$ cat config.mk
export PLATFORM = sky130hd
export DESIGN_NAME = mvm_top
export DESIGN_NICKNAME = d
export VERILOG_FILES = /design/src/hdl/mvm_pkg.sv /design/src/hdl/mvm_debounce.sv /design/src/hdl/mvm_magnitude.sv /design/src/hdl/mvm_top.sv
export VERILOG_INCLUDE_DIRS = /design/src /design/src/hdl
export SDC_FILE = /design/constraint.sdc
export NUM_CORES = 2
export LEC_CHECK = 0
export BUFFER_PORTS_ARGS = -buffer_cell sky130_fd_sc_hd__buf_4
export CORE_MARGIN = 5
export CORE_UTILIZATION = 50
export CTS_CLUSTER_SIZE = 30
export DETAILED_ROUTE_END_ITERATION = 10
export PLACE_DENSITY = 0.76
export SLEW_MARGIN = 20
export SYNTH_ARGS = -nofsm -noshare
export SYNTH_HDL_FRONTEND = slang
export SYNTH_SLANG_ARGS = --single-unit
$ cat constraint.sdc
create_clock -name pclk -period 19.8 [get_ports pclk]
set_clock_uncertainty 0.1 [all_clocks]
set_input_delay 0.99 -clock pclk [delete_from_list [all_inputs] [get_ports pclk]]
set_output_delay 0.99 -clock pclk [all_outputs]
set_load 0.02 [all_outputs]
$ cat src/hdl/mvm_map.svh
// Purpose: Register indices, field positions, reset values and timing counts of the vector magnitude block
// Assumes: Byte address of a register is four times its index
// Notes:   Definitions only
`ifndef MVM_MAP_SVH
`define MVM_MAP_SVH

////////////////////////////////////////////////////////////////////////////////
// Register indices
`define MVM_IDX_CFG       8'h69
`define MVM_IDX_THS_HI    8'h6A
`define MVM_IDX_THS_LO    8'h6B
`define MVM_IDX_CNT       8'h6C
`define MVM_IDX_INITX_HI  8'h6D
`define MVM_IDX_INITX_LO  8'h6E
`define MVM_IDX_INITY_HI  8'h6F
`define MVM_IDX_INITY_LO  8'h70
`define MVM_IDX_INITZ_HI  8'h71
`define MVM_IDX_INITZ_LO  8'h72
`define MVM_IDX_STATUS    8'h80
`define MVM_IDX_MASK      8'h81
`define MVM_IDX_MODE      8'h82

////////////////////////////////////////////////////////////////////////////////
// Field positions
`define MVM_CFG_INITM     5
`define MVM_CFG_UPDM      4
`define MVM_CFG_EN        3
`define MVM_THS_DBCNTM    7
`define MVM_STAT_VECM     0
`define MVM_MODE_HYBRID   0

////////////////////////////////////////////////////////////////////////////////
// Reset values
`define MVM_RST_BYTE      8'h00
`define MVM_RST_CFG       7'h00
`define MVM_RST_AXIS      16'h0000

////////////////////////////////////////////////////////////////////////////////
// Timing counts
`define MVM_APB_WAIT      1

`endif

$ cat src/hdl/mvm_pkg.sv
// Purpose: Shared types of the vector magnitude block
// Assumes: Nothing
// Notes:   Constants live in mvm_map.svh
package mvm_pkg;
  typedef logic [15:0] mvm_axis_t;
  typedef logic [7:0]  mvm_byte_t;
  typedef enum logic {MVM_DB_DECREMENT, MVM_DB_CLEAR} mvm_dbmode_t;
endpackage

$ cat src/hdl/mvm_debounce.sv
// Purpose: Debounce counter of the vector magnitude event
// Assumes: Result strobes come at the output data rate
// Notes:   In hybrid mode only every second result advances the count
`timescale 1ns/1ps
`default_nettype none
module mvm_debounce #(
  parameter int CNT_W = 8                   // Count width
) (
  input  wire logic             pclk,       // Clock
  input  wire logic             presetn,    // Async reset, low
  input  wire logic             enable,     // Function enabled
  input  wire logic             res_valid,  // Result strobe
  input  wire logic             res_above,  // Above threshold
  input  wire mvm_pkg::mvm_dbmode_t dbmode, // Counter mode
  input  wire logic             hybrid,     // Hybrid mode
  input  wire logic [CNT_W-1:0] limit,      // Debounce count
  output logic                  event_p,    // Event pulse
  output logic [CNT_W-1:0]      count       // Debounce counter
);
  logic phase_r;
  logic step;

  assign step = res_valid & (~hybrid | phase_r);

  always_ff @(posedge pclk or negedge presetn) begin
    if (!presetn) begin
      phase_r <= 1'b0;
    end else if (!hybrid || !enable) begin
      phase_r <= 1'b0;
    end else if (res_valid) begin
      phase_r <= ~phase_r;
    end
  end

  always_ff @(posedge pclk or negedge presetn) begin
    if (!presetn) begin
      count <= '0;
    end else if (!enable) begin
      count <= '0;
    end else if (step) begin
      if (res_above) begin
        if (count >= limit) begin
          count <= '0;
        end else begin
          count <= count + CNT_W'(1);
        end
      end else begin
        case (dbmode)
          mvm_pkg::MVM_DB_DECREMENT: begin
            if (count != '0) begin
              count <= count - CNT_W'(1);
            end
          end
          mvm_pkg::MVM_DB_CLEAR: begin
            count <= '0;
          end
          default: begin
            count <= '0;
          end
        endcase
      end
    end
  end

  always_ff @(posedge pclk or negedge presetn) begin
    if (!presetn) begin
      event_p <= 1'b0;
    end else begin
      event_p <= enable & step & res_above & (count >= limit);
    end
  end
endmodule // mvm_debounce
`default_nettype wire

$ cat src/hdl/mvm_magnitude.sv
// Purpose: Squared vector distance against squared threshold, one register stage
// Assumes: Sample inputs hold during the strobe cycle
// Notes:   Comparing squares avoids a square root
`timescale 1ns/1ps
`default_nettype none
module mvm_magnitude (
  input  wire logic              pclk,       // Clock
  input  wire logic              presetn,    // Async reset, low
  input  wire logic              smp_valid,  // Sample strobe
  input  wire mvm_pkg::mvm_axis_t cur_x,     // Current X
  input  wire mvm_pkg::mvm_axis_t cur_y,     // Current Y
  input  wire mvm_pkg::mvm_axis_t cur_z,     // Current Z
  input  wire mvm_pkg::mvm_axis_t ref_x,     // Reference X
  input  wire mvm_pkg::mvm_axis_t ref_y,     // Reference Y
  input  wire mvm_pkg::mvm_axis_t ref_z,     // Reference Z
  input  wire logic [14:0]       ths,        // Threshold, 0.1 uT per LSB
  output logic                   res_valid,  // Result strobe
  output logic                   res_above   // Distance above threshold
);
  logic signed [16:0] dx;
  logic signed [16:0] dy;
  logic signed [16:0] dz;
  logic [33:0]        sx;
  logic [33:0]        sy;
  logic [33:0]        sz;
  logic [35:0]        dist2;
  logic [29:0]        ths_wide;
  logic [29:0]        ths2;

  assign dx       = $signed({cur_x[15], cur_x}) - $signed({ref_x[15], ref_x});
  assign dy       = $signed({cur_y[15], cur_y}) - $signed({ref_y[15], ref_y});
  assign dz       = $signed({cur_z[15], cur_z}) - $signed({ref_z[15], ref_z});
  assign sx       = 34'(dx * dx);
  assign sy       = 34'(dy * dy);
  assign sz       = 34'(dz * dz);
  assign dist2    = 36'(sx) + 36'(sy) + 36'(sz);
  assign ths_wide = {15'h0000, ths};
  assign ths2     = ths_wide * ths_wide;

  always_ff @(posedge pclk or negedge presetn) begin
    if (!presetn) begin
      res_valid <= 1'b0;
      res_above <= 1'b0;
    end else begin
      res_valid <= smp_valid;
      res_above <= dist2 > {6'h00, ths2};
    end
  end
endmodule // mvm_magnitude
`default_nettype wire

$ cat src/hdl/mvm_top.sv
// Purpose: Vector magnitude change detector with APB registers and a sticky interrupt
// Assumes: mag_valid strobes are at least three clocks apart
// Notes:   Registers sit at byte address four times their index
//
// Summary of operation
// Mode 0: each below-threshold sample decrements the debounce counter by one.
// Mode 1: each below-threshold sample clears the debounce counter.
// Threshold is 15-bit unsigned; upper seven bits under the mode bit.
// Debounce count is in sample periods of the output data rate.
// Hybrid mode advances the debounce at half the sample rate.
// Initial X reference is signed 16-bit from high and low bytes.
// Initial Y reference is signed 16-bit from high and low bytes.
// Initial Z reference is signed 16-bit from high and low bytes.
// Event when distance to reference exceeds threshold longer than the count.
// On enable, load references from live data or from initial registers.
`include "mvm_map.svh"
`timescale 1ns/1ps
`default_nettype none
module mvm_top (
  input  wire logic              pclk,       // APB clock, 250 MHz
  input  wire logic              presetn,    // Async reset, low
  input  wire logic              psel,       // APB select
  input  wire logic              penable,    // APB enable
  input  wire logic              pwrite,     // APB write
  input  wire logic [11:0]       paddr,      // APB byte address
  input  wire logic [31:0]       pwdata,     // APB write data
  output logic [31:0]            prdata,     // APB read data
  output logic                   pready,     // APB ready
  output logic                   pslverr,    // APB error, unmapped address
  input  wire logic              mag_valid,  // Magnetic sample strobe
  input  wire mvm_pkg::mvm_axis_t mag_x,     // Magnetic X output
  input  wire mvm_pkg::mvm_axis_t mag_y,     // Magnetic Y output
  input  wire mvm_pkg::mvm_axis_t mag_z,     // Magnetic Z output
  output logic                   irq,        // Interrupt, high level
  output logic                   vecm_event  // Event pulse
);

  //////////////////////////////////////////////////////////////////////////////
  // Register state
  mvm_pkg::mvm_byte_t ths_hi_r;
  mvm_pkg::mvm_byte_t ths_lo_r;
  mvm_pkg::mvm_byte_t cnt_r;
  mvm_pkg::mvm_byte_t initx_hi_r;
  mvm_pkg::mvm_byte_t initx_lo_r;
  mvm_pkg::mvm_byte_t inity_hi_r;
  mvm_pkg::mvm_byte_t inity_lo_r;
  mvm_pkg::mvm_byte_t initz_hi_r;
  mvm_pkg::mvm_byte_t initz_lo_r;
  logic [6:0]         cfg_r;
  logic               status_r;
  logic               mask_r;
  logic               hybrid_r;

  mvm_pkg::mvm_axis_t ref_x_r;
  mvm_pkg::mvm_axis_t ref_y_r;
  mvm_pkg::mvm_axis_t ref_z_r;
  mvm_pkg::mvm_axis_t last_x_r;
  mvm_pkg::mvm_axis_t last_y_r;
  mvm_pkg::mvm_axis_t last_z_r;
  logic               en_prev_r;

  //////////////////////////////////////////////////////////////////////////////
  // Decoded views
  logic [7:0]         idx;
  logic               access;
  logic               wr_en;
  logic               mapped;
  logic [31:0]        rd_nxt;
  logic [14:0]        ths;
  mvm_pkg::mvm_axis_t init_x;
  mvm_pkg::mvm_axis_t init_y;
  mvm_pkg::mvm_axis_t init_z;
  logic               func_en;
  logic               initm;
  logic               updm;
  logic               en_rise;
  logic               res_valid;
  logic               res_above;
  logic               db_event;
  logic [7:0]         db_count;
  mvm_pkg::mvm_dbmode_t dbmode;

  assign idx     = paddr[9:2];
  assign access  = psel & penable & pready;
  assign wr_en   = access & pwrite & mapped;
  assign ths     = {ths_hi_r[6:0], ths_lo_r};
  assign init_x  = {initx_hi_r, initx_lo_r};
  assign init_y  = {inity_hi_r, inity_lo_r};
  assign init_z  = {initz_hi_r, initz_lo_r};
  assign func_en = cfg_r[`MVM_CFG_EN];
  assign initm   = cfg_r[`MVM_CFG_INITM];
  assign updm    = cfg_r[`MVM_CFG_UPDM];
  assign en_rise = func_en & ~en_prev_r;
  assign dbmode  = ths_hi_r[`MVM_THS_DBCNTM] ? mvm_pkg::MVM_DB_CLEAR : mvm_pkg::MVM_DB_DECREMENT;

  //////////////////////////////////////////////////////////////////////////////
  // Address decode and read mux
  always_comb begin
    mapped = 1'b1;
    rd_nxt = 32'h0000_0000;
    case (idx)
      `MVM_IDX_CFG:      rd_nxt[6:0] = cfg_r;
      `MVM_IDX_THS_HI:   rd_nxt[7:0] = ths_hi_r;
      `MVM_IDX_THS_LO:   rd_nxt[7:0] = ths_lo_r;
      `MVM_IDX_CNT:      rd_nxt[7:0] = cnt_r;
      `MVM_IDX_INITX_HI: rd_nxt[7:0] = initx_hi_r;
      `MVM_IDX_INITX_LO: rd_nxt[7:0] = initx_lo_r;
      `MVM_IDX_INITY_HI: rd_nxt[7:0] = inity_hi_r;
      `MVM_IDX_INITY_LO: rd_nxt[7:0] = inity_lo_r;
      `MVM_IDX_INITZ_HI: rd_nxt[7:0] = initz_hi_r;
      `MVM_IDX_INITZ_LO: rd_nxt[7:0] = initz_lo_r;
      `MVM_IDX_STATUS:   rd_nxt[`MVM_STAT_VECM] = status_r;
      `MVM_IDX_MASK:     rd_nxt[`MVM_STAT_VECM] = mask_r;
      `MVM_IDX_MODE:     rd_nxt[`MVM_MODE_HYBRID] = hybrid_r;
      default:           mapped = 1'b0;
    endcase
    if (paddr[11:10] != 2'h0) begin
      mapped = 1'b0;
      rd_nxt = 32'h0000_0000;
    end
  end

  //////////////////////////////////////////////////////////////////////////////
  // APB handshake: one wait state, answer registered
  always_ff @(posedge pclk or negedge presetn) begin
    if (!presetn) begin
      pready  <= 1'b0;
      prdata  <= 32'h0000_0000;
      pslverr <= 1'b0;
    end else begin
      pready  <= psel & penable & ~pready;
      pslverr <= psel & penable & ~pready & ~mapped;
      if (psel && penable && !pready && !pwrite) begin
        prdata <= rd_nxt;
      end
    end
  end

  //////////////////////////////////////////////////////////////////////////////
  // Configuration registers
  always_ff @(posedge pclk or negedge presetn) begin
    if (!presetn) begin
      cfg_r      <= `MVM_RST_CFG;
      ths_hi_r   <= `MVM_RST_BYTE;
      ths_lo_r   <= `MVM_RST_BYTE;
      cnt_r      <= `MVM_RST_BYTE;
      initx_hi_r <= `MVM_RST_BYTE;
      initx_lo_r <= `MVM_RST_BYTE;
      inity_hi_r <= `MVM_RST_BYTE;
      inity_lo_r <= `MVM_RST_BYTE;
      initz_hi_r <= `MVM_RST_BYTE;
      initz_lo_r <= `MVM_RST_BYTE;
      mask_r     <= 1'b0;
      hybrid_r   <= 1'b0;
    end else if (wr_en) begin
      case (idx)
        `MVM_IDX_CFG:      cfg_r      <= pwdata[6:0];
        `MVM_IDX_THS_HI:   ths_hi_r   <= pwdata[7:0];
        `MVM_IDX_THS_LO:   ths_lo_r   <= pwdata[7:0];
        `MVM_IDX_CNT:      cnt_r      <= pwdata[7:0];
        `MVM_IDX_INITX_HI: initx_hi_r <= pwdata[7:0];
        `MVM_IDX_INITX_LO: initx_lo_r <= pwdata[7:0];
        `MVM_IDX_INITY_HI: inity_hi_r <= pwdata[7:0];
        `MVM_IDX_INITY_LO: inity_lo_r <= pwdata[7:0];
        `MVM_IDX_INITZ_HI: initz_hi_r <= pwdata[7:0];
        `MVM_IDX_INITZ_LO: initz_lo_r <= pwdata[7:0];
        `MVM_IDX_MASK:     mask_r     <= pwdata[`MVM_STAT_VECM];
        `MVM_IDX_MODE:     hybrid_r   <= pwdata[`MVM_MODE_HYBRID];
        default: begin
        end
      endcase
    end
  end

  //////////////////////////////////////////////////////////////////////////////
  // Last sample, held for reference update on an event
  always_ff @(posedge pclk or negedge presetn) begin
    if (!presetn) begin
      last_x_r <= `MVM_RST_AXIS;
      last_y_r <= `MVM_RST_AXIS;
      last_z_r <= `MVM_RST_AXIS;
    end else if (mag_valid) begin
      last_x_r <= mag_x;
      last_y_r <= mag_y;
      last_z_r <= mag_z;
    end
  end

  //////////////////////////////////////////////////////////////////////////////
  // Internal references, not readable by software
  always_ff @(posedge pclk or negedge presetn) begin
    if (!presetn) begin
      en_prev_r <= 1'b0;
    end else begin
      en_prev_r <= func_en;
    end
  end

  always_ff @(posedge pclk or negedge presetn) begin
    if (!presetn) begin
      ref_x_r <= `MVM_RST_AXIS;
      ref_y_r <= `MVM_RST_AXIS;
      ref_z_r <= `MVM_RST_AXIS;
    end else if (en_rise) begin
      if (initm) begin
        ref_x_r <= init_x;
        ref_y_r <= init_y;
        ref_z_r <= init_z;
      end else begin
        ref_x_r <= mag_x;
        ref_y_r <= mag_y;
        ref_z_r <= mag_z;
      end
    end else if (func_en && initm && updm) begin
      ref_x_r <= init_x;
      ref_y_r <= init_y;
      ref_z_r <= init_z;
    end else if (db_event && !updm) begin
      ref_x_r <= last_x_r;
      ref_y_r <= last_y_r;
      ref_z_r <= last_z_r;
    end
  end

  //////////////////////////////////////////////////////////////////////////////
  // Detection datapath
  mvm_magnitude u_mag (
    .pclk      (pclk),
    .presetn   (presetn),
    .smp_valid (mag_valid & func_en & ~en_rise),
    .cur_x     (mag_x),
    .cur_y     (mag_y),
    .cur_z     (mag_z),
    .ref_x     (ref_x_r),
    .ref_y     (ref_y_r),
    .ref_z     (ref_z_r),
    .ths       (ths),
    .res_valid (res_valid),
    .res_above (res_above)
  );

  mvm_debounce #(
    .CNT_W (8)
  ) u_db (
    .pclk      (pclk),
    .presetn   (presetn),
    .enable    (func_en),
    .res_valid (res_valid),
    .res_above (res_above),
    .dbmode    (dbmode),
    .hybrid    (hybrid_r),
    .limit     (cnt_r),
    .event_p   (db_event),
    .count     (db_count)
  );

  //////////////////////////////////////////////////////////////////////////////
  // Sticky status, write one to clear; a new event wins over the clear
  always_ff @(posedge pclk or negedge presetn) begin
    if (!presetn) begin
      status_r <= 1'b0;
    end else if (db_event) begin
      status_r <= 1'b1;
    end else if (wr_en && idx == `MVM_IDX_STATUS && pwdata[`MVM_STAT_VECM]) begin
      status_r <= 1'b0;
    end
  end

  always_ff @(posedge pclk or negedge presetn) begin
    if (!presetn) begin
      irq        <= 1'b0;
      vecm_event <= 1'b0;
    end else begin
      irq        <= status_r & mask_r;
      vecm_event <= db_event;
    end
  end
endmodule // mvm_top
`default_nettype wire

==> results.md <==
Setup path:
- The startpoint of the worst register-to-register path is ref_x_r[0]$_DFFE_PN0P_.
- The critical path launch point is mag_x[0].
- The startpoint class of the critical path is an input pin.
- The maximum fanout along the worst path is 12.
- The critical path's slowest cell is sky130_fd_sc_hd__xnor2_1.
- The required time at the worst-slack endpoint is approximately 20 ns.
- The largest stage delay on the critical path is 0.86 ns.
- The critical path data arrival time is 14.21 ns.
- Among the stages of the critical path, the cell type that occurs most often is sky130_fd_sc_hd__fa_1.
- The worst setup path is captured at a register.
- The kind of critical path is input pin to register.

Final layout:
- The top cell types in the final layout, fill and taps aside, are 1257 x sky130_fd_sc_hd__inv_1, 952 x sky130_fd_sc_hd__fa_1, 502 x sky130_fd_sc_hd__ha_1.
- For this run, the post-layout net count is between 7000 and 8000.
- In the final layout, the share of cells above drive strength 1 is 0.06595.
- The most common library cell in the layout ignoring fill and taps is sky130_fd_sc_hd__inv_1.
- The area added between synthesis and finish is 5.193%.

Global route:
- The first global-routing pass estimated approximately 210000 um of wire.
- For this run, the total global-route usage over all layers was measured as 0.2380.
- The residual overflow from global routing is 0.
- The number of global-route vias before repair came to 39720.
- The largest net degree at the start of global routing is 97.
- The number of antenna violations at the first check in global routing is 4.

STA:
- The worst-margin pin slew is roughly 1.1 ns.
- The relative max-transition margin is 0.2312.
- Setup repair after global routing left no endpoint under its margin.
- The total count of max-transition violations in the final report is 0.
- The achievable frequency is 71.85 MHz.
- The number of hold-slack violations in the final timing report is 0.
- The count of endpoints failing setup in the final report is 0.
- After routing, the total negative slack on setup checks comes to 0 ns.
- Dividing the final minimum period by the clock period gives 0.7030.
- The clock period minus final worst setup slack is 13.92 ns.

Clock tree:
- The maximum root-to-sink buffer count is 3.
- The TritonCTS buffer count is 20.
- The clock latency at the later pin of the worst-skew pair is 0.55 ns.
- CTS saw 203 sinks.
- The post-CTS setup repair buffer count is 0.
- The number of gates resized after CTS was 0.
- The number of hold buffers added after CTS is 0.
- After clock tree synthesis, the clock-pin slew on the worst setup and hold paths is about 0.06 ns.
- The root buffer cell is sky130_fd_sc_hd__clkbuf_16.
- The number of H-tree levels is 1.
- TritonCTS built the clock tree.

Detailed routing:
- The sum of routed wire length over all layers is 125400 um.
- The number of nets with antenna violations after routing is 0.
- After detailed routing, the number of vias per cell comes to approximately 5.5.
- After detailed routing, the average wire length per cell comes to 18.51 um.
- The vias after detailed routing is 37340.
- The violation count after the first detailed-route iteration is 2762.
- The number of DRC violations after detailed routing is 0.
- The count of TritonRoute iterations in the first routing pass is 7.

Floorplan:
- The initial utilization of the core area, before any placement, comes to 0.5031.
- The horizontal extent of the die is 327.2 um.
- The floorplan has 116 rows.
- The die covers between 100000 and 150000 um2.
- For this design the top-level I/O count stands at 134.
- In this run the standard cell core region covers ~100000 um2.
- The die extent in y is 327.2 um.

Place:
- The HPWL after detailed placement is between 100000 and 150000 um.
- The final weighted congestion of routability-driven global placement is 0.9695.
- The count of port buffers added during placement is 83.

Synthesis:
- The gate count of the mapped netlist is 5462.
- The average size of a mapped cell is 9.210 um2.
- The number of flops mapped to enable cells by yosys is 0.
- In this run the cell area of the synthesized design comes to roughly 50000 um2.
- Ranked by total cell area, the synthesized netlist is headed by sky130_fd_sc_hd__fa_1 38%, sky130_fd_sc_hd__ha_1 12%, sky130_fd_sc_hd__dfrtp_1 10%.
- The main flop type after synthesis is sky130_fd_sc_hd__dfrtp_1.
- Of all flip-flops after synthesis, the portion carrying an async set or reset was 1.000.
- The number of distinct library cells after synthesis is 101.
- During synthesis, Yosys emitted a total of 0 warnings.
- The area share of the largest cell type after synthesis is 0.3788.
- The cell taking the most area after synthesis is sky130_fd_sc_hd__fa_1.
- The sequential fraction of the synthesis area is 0.1010.
- After synthesis the netlist holds a flip-flop and latch count of 203.

Outcome:
- The run finished with clean final reports.

Min path:
- The class of the most critical hold timing path is register to register.
- The startpoint identified for the worst hold timing path is ref_y_r[6]$_DFFE_PN0P_.

Run:
- Across the run, the number of max-cap violations was 0.
==> critical path: cells and delay by family <==
kind                     cells  cell delay (ns)
adder cells (fa/ha/maj)     12             5.09
AO/OA/AOI/OAI               16             4.02
AND/OR/NAND/NOR             12             1.92
XOR/XNOR                     3             1.22
buffers and inverters        7             0.97
==> cell type report <==
class	count	area, um2
repair buffers	128	967.2
fillers	8934	47080
flip-flops and latches	203	5080
inverters	1276	4790
multi-input cells	3835	39780
clock buffers	22	528.0
well taps	1298	1624
clock inverters	10	142.6
diodes	3	7.507
==> per-layer routing <==
layer	vias to the layer above	global-route usage	wire [um]
li1	17040	-	-
met1	18730	0.3192	51810
met2	1321	0.3999	59430
met3	247	0.04581	10410
met4	0	0.06205	3744
met5	-	0	0
==> synth_stat cells, types with 10 or more instances <==
cell                          n
sky130_fd_sc_hd__nand2_1    434
sky130_fd_sc_hd__fa_1       952
sky130_fd_sc_hd__xor2_1      63
sky130_fd_sc_hd__inv_1     1257
sky130_fd_sc_hd__and3_1      21
sky130_fd_sc_hd__nand3b_1    10
sky130_fd_sc_hd__o211ai_1    12
sky130_fd_sc_hd__nand4_1     27
sky130_fd_sc_hd__a22o_1      13
sky130_fd_sc_hd__nand3_1     60
sky130_fd_sc_hd__xnor2_1    180
sky130_fd_sc_hd__nand2b_1    28
sky130_fd_sc_hd__buf_4       27
sky130_fd_sc_hd__or3_1       23
sky130_fd_sc_hd__mux2_2     126
sky130_fd_sc_hd__o21ai_0     91
sky130_fd_sc_hd__o21bai_1    29
sky130_fd_sc_hd__ha_1       502
sky130_fd_sc_hd__dfrtp_1    203
sky130_fd_sc_hd__o21ai_1     16
sky130_fd_sc_hd__a211oi_1    18
sky130_fd_sc_hd__o21a_1      27
sky130_fd_sc_hd__a31oi_1     14
sky130_fd_sc_hd__nor2b_1     30
sky130_fd_sc_hd__and2_1      82
sky130_fd_sc_hd__clkbuf_1    98
sky130_fd_sc_hd__mux2i_1     12
sky130_fd_sc_hd__a21oi_1    214
sky130_fd_sc_hd__nor3_1      41
sky130_fd_sc_hd__buf_1       13
sky130_fd_sc_hd__a22oi_1     16
sky130_fd_sc_hd__o31ai_1     58
sky130_fd_sc_hd__nor2_1     403
sky130_fd_sc_hd__inv_2       14
sky130_fd_sc_hd__buf_2       29
sky130_fd_sc_hd__o22ai_1     55
sky130_fd_sc_hd__a21o_1     108
==> path summary, 6_finish.rpt <==
kind	to	slack [ns]	depth (start not counted)
setup / recovery	u_mag.res_above$_DFF_PN0_	5.88	50
hold / removal	ref_y_r[6]$_DFFE_PN0P_	0.38	2
setup reg to reg	u_mag.res_above$_DFF_PN0_	6.08	48
hold reg to reg	ref_y_r[6]$_DFFE_PN0P_	0.38	2
max in group asynchronous	last_x_r[0]$_DFFE_PN0P_	17.78	2
min in group asynchronous	u_db.count[1]$_DFFE_PN0P_	0.41	1
==> cells by family after synthesis <==
group / after synthesis / share of synthesized area
AOI/OAI and AO/OA: 759 / 0.1009
xor gates and xnor gates: 246 / 0.04328
adders and majority gates: 1454 / 0.5037
buffers and inverters: 1447 / 0.1109
DFF: 203 / 0.1010
muxes: 138 / 0.03059
other: 1 / 0.00007454
and+or+nand+nor: 1214 / 0.1096
==> through the flow <==
step / cells / utilization / hold slack (ns) / cell area, um2 / setup slack (ns)
finish: 6775 / 0.5292 / 0.3762 / 52920 / 5.881
global route: 6773 / 0.5291 / 0.4029 / 52910 / 5.072
CTS: 6772 / 0.5291 / 0.3800 / 52910 / 5.968
detailed placement: 6740 / 0.5224 / 0.3670 / 52240 / 5.427
global placement: 6740 / 0.5224 / 0.3601 / 52240 / 5.639
floorplan: 5485 / - / 0.2720 / 50390 / 7.888
==> flip-flops by register name, indices dropped and copies added (netlist names), 7 cells and up <==
name	count
ths_hi_r	8
ths_lo_r	8
initx_hi_r	8
last_y_r	16
initz_lo_r	8
initz_hi_r	8
cfg_r	7
cnt_r	8
inity_hi_r	8
last_z_r	16
initx_lo_r	8
u_db.count	8
last_x_r	16
inity_lo_r	8
ref_x_r	16
prdata	8
ref_y_r	16
ref_z_r	16
Power is not shown: default switching activity piles up to over one toggle a cycle in this logic, so the estimate is an artifact.
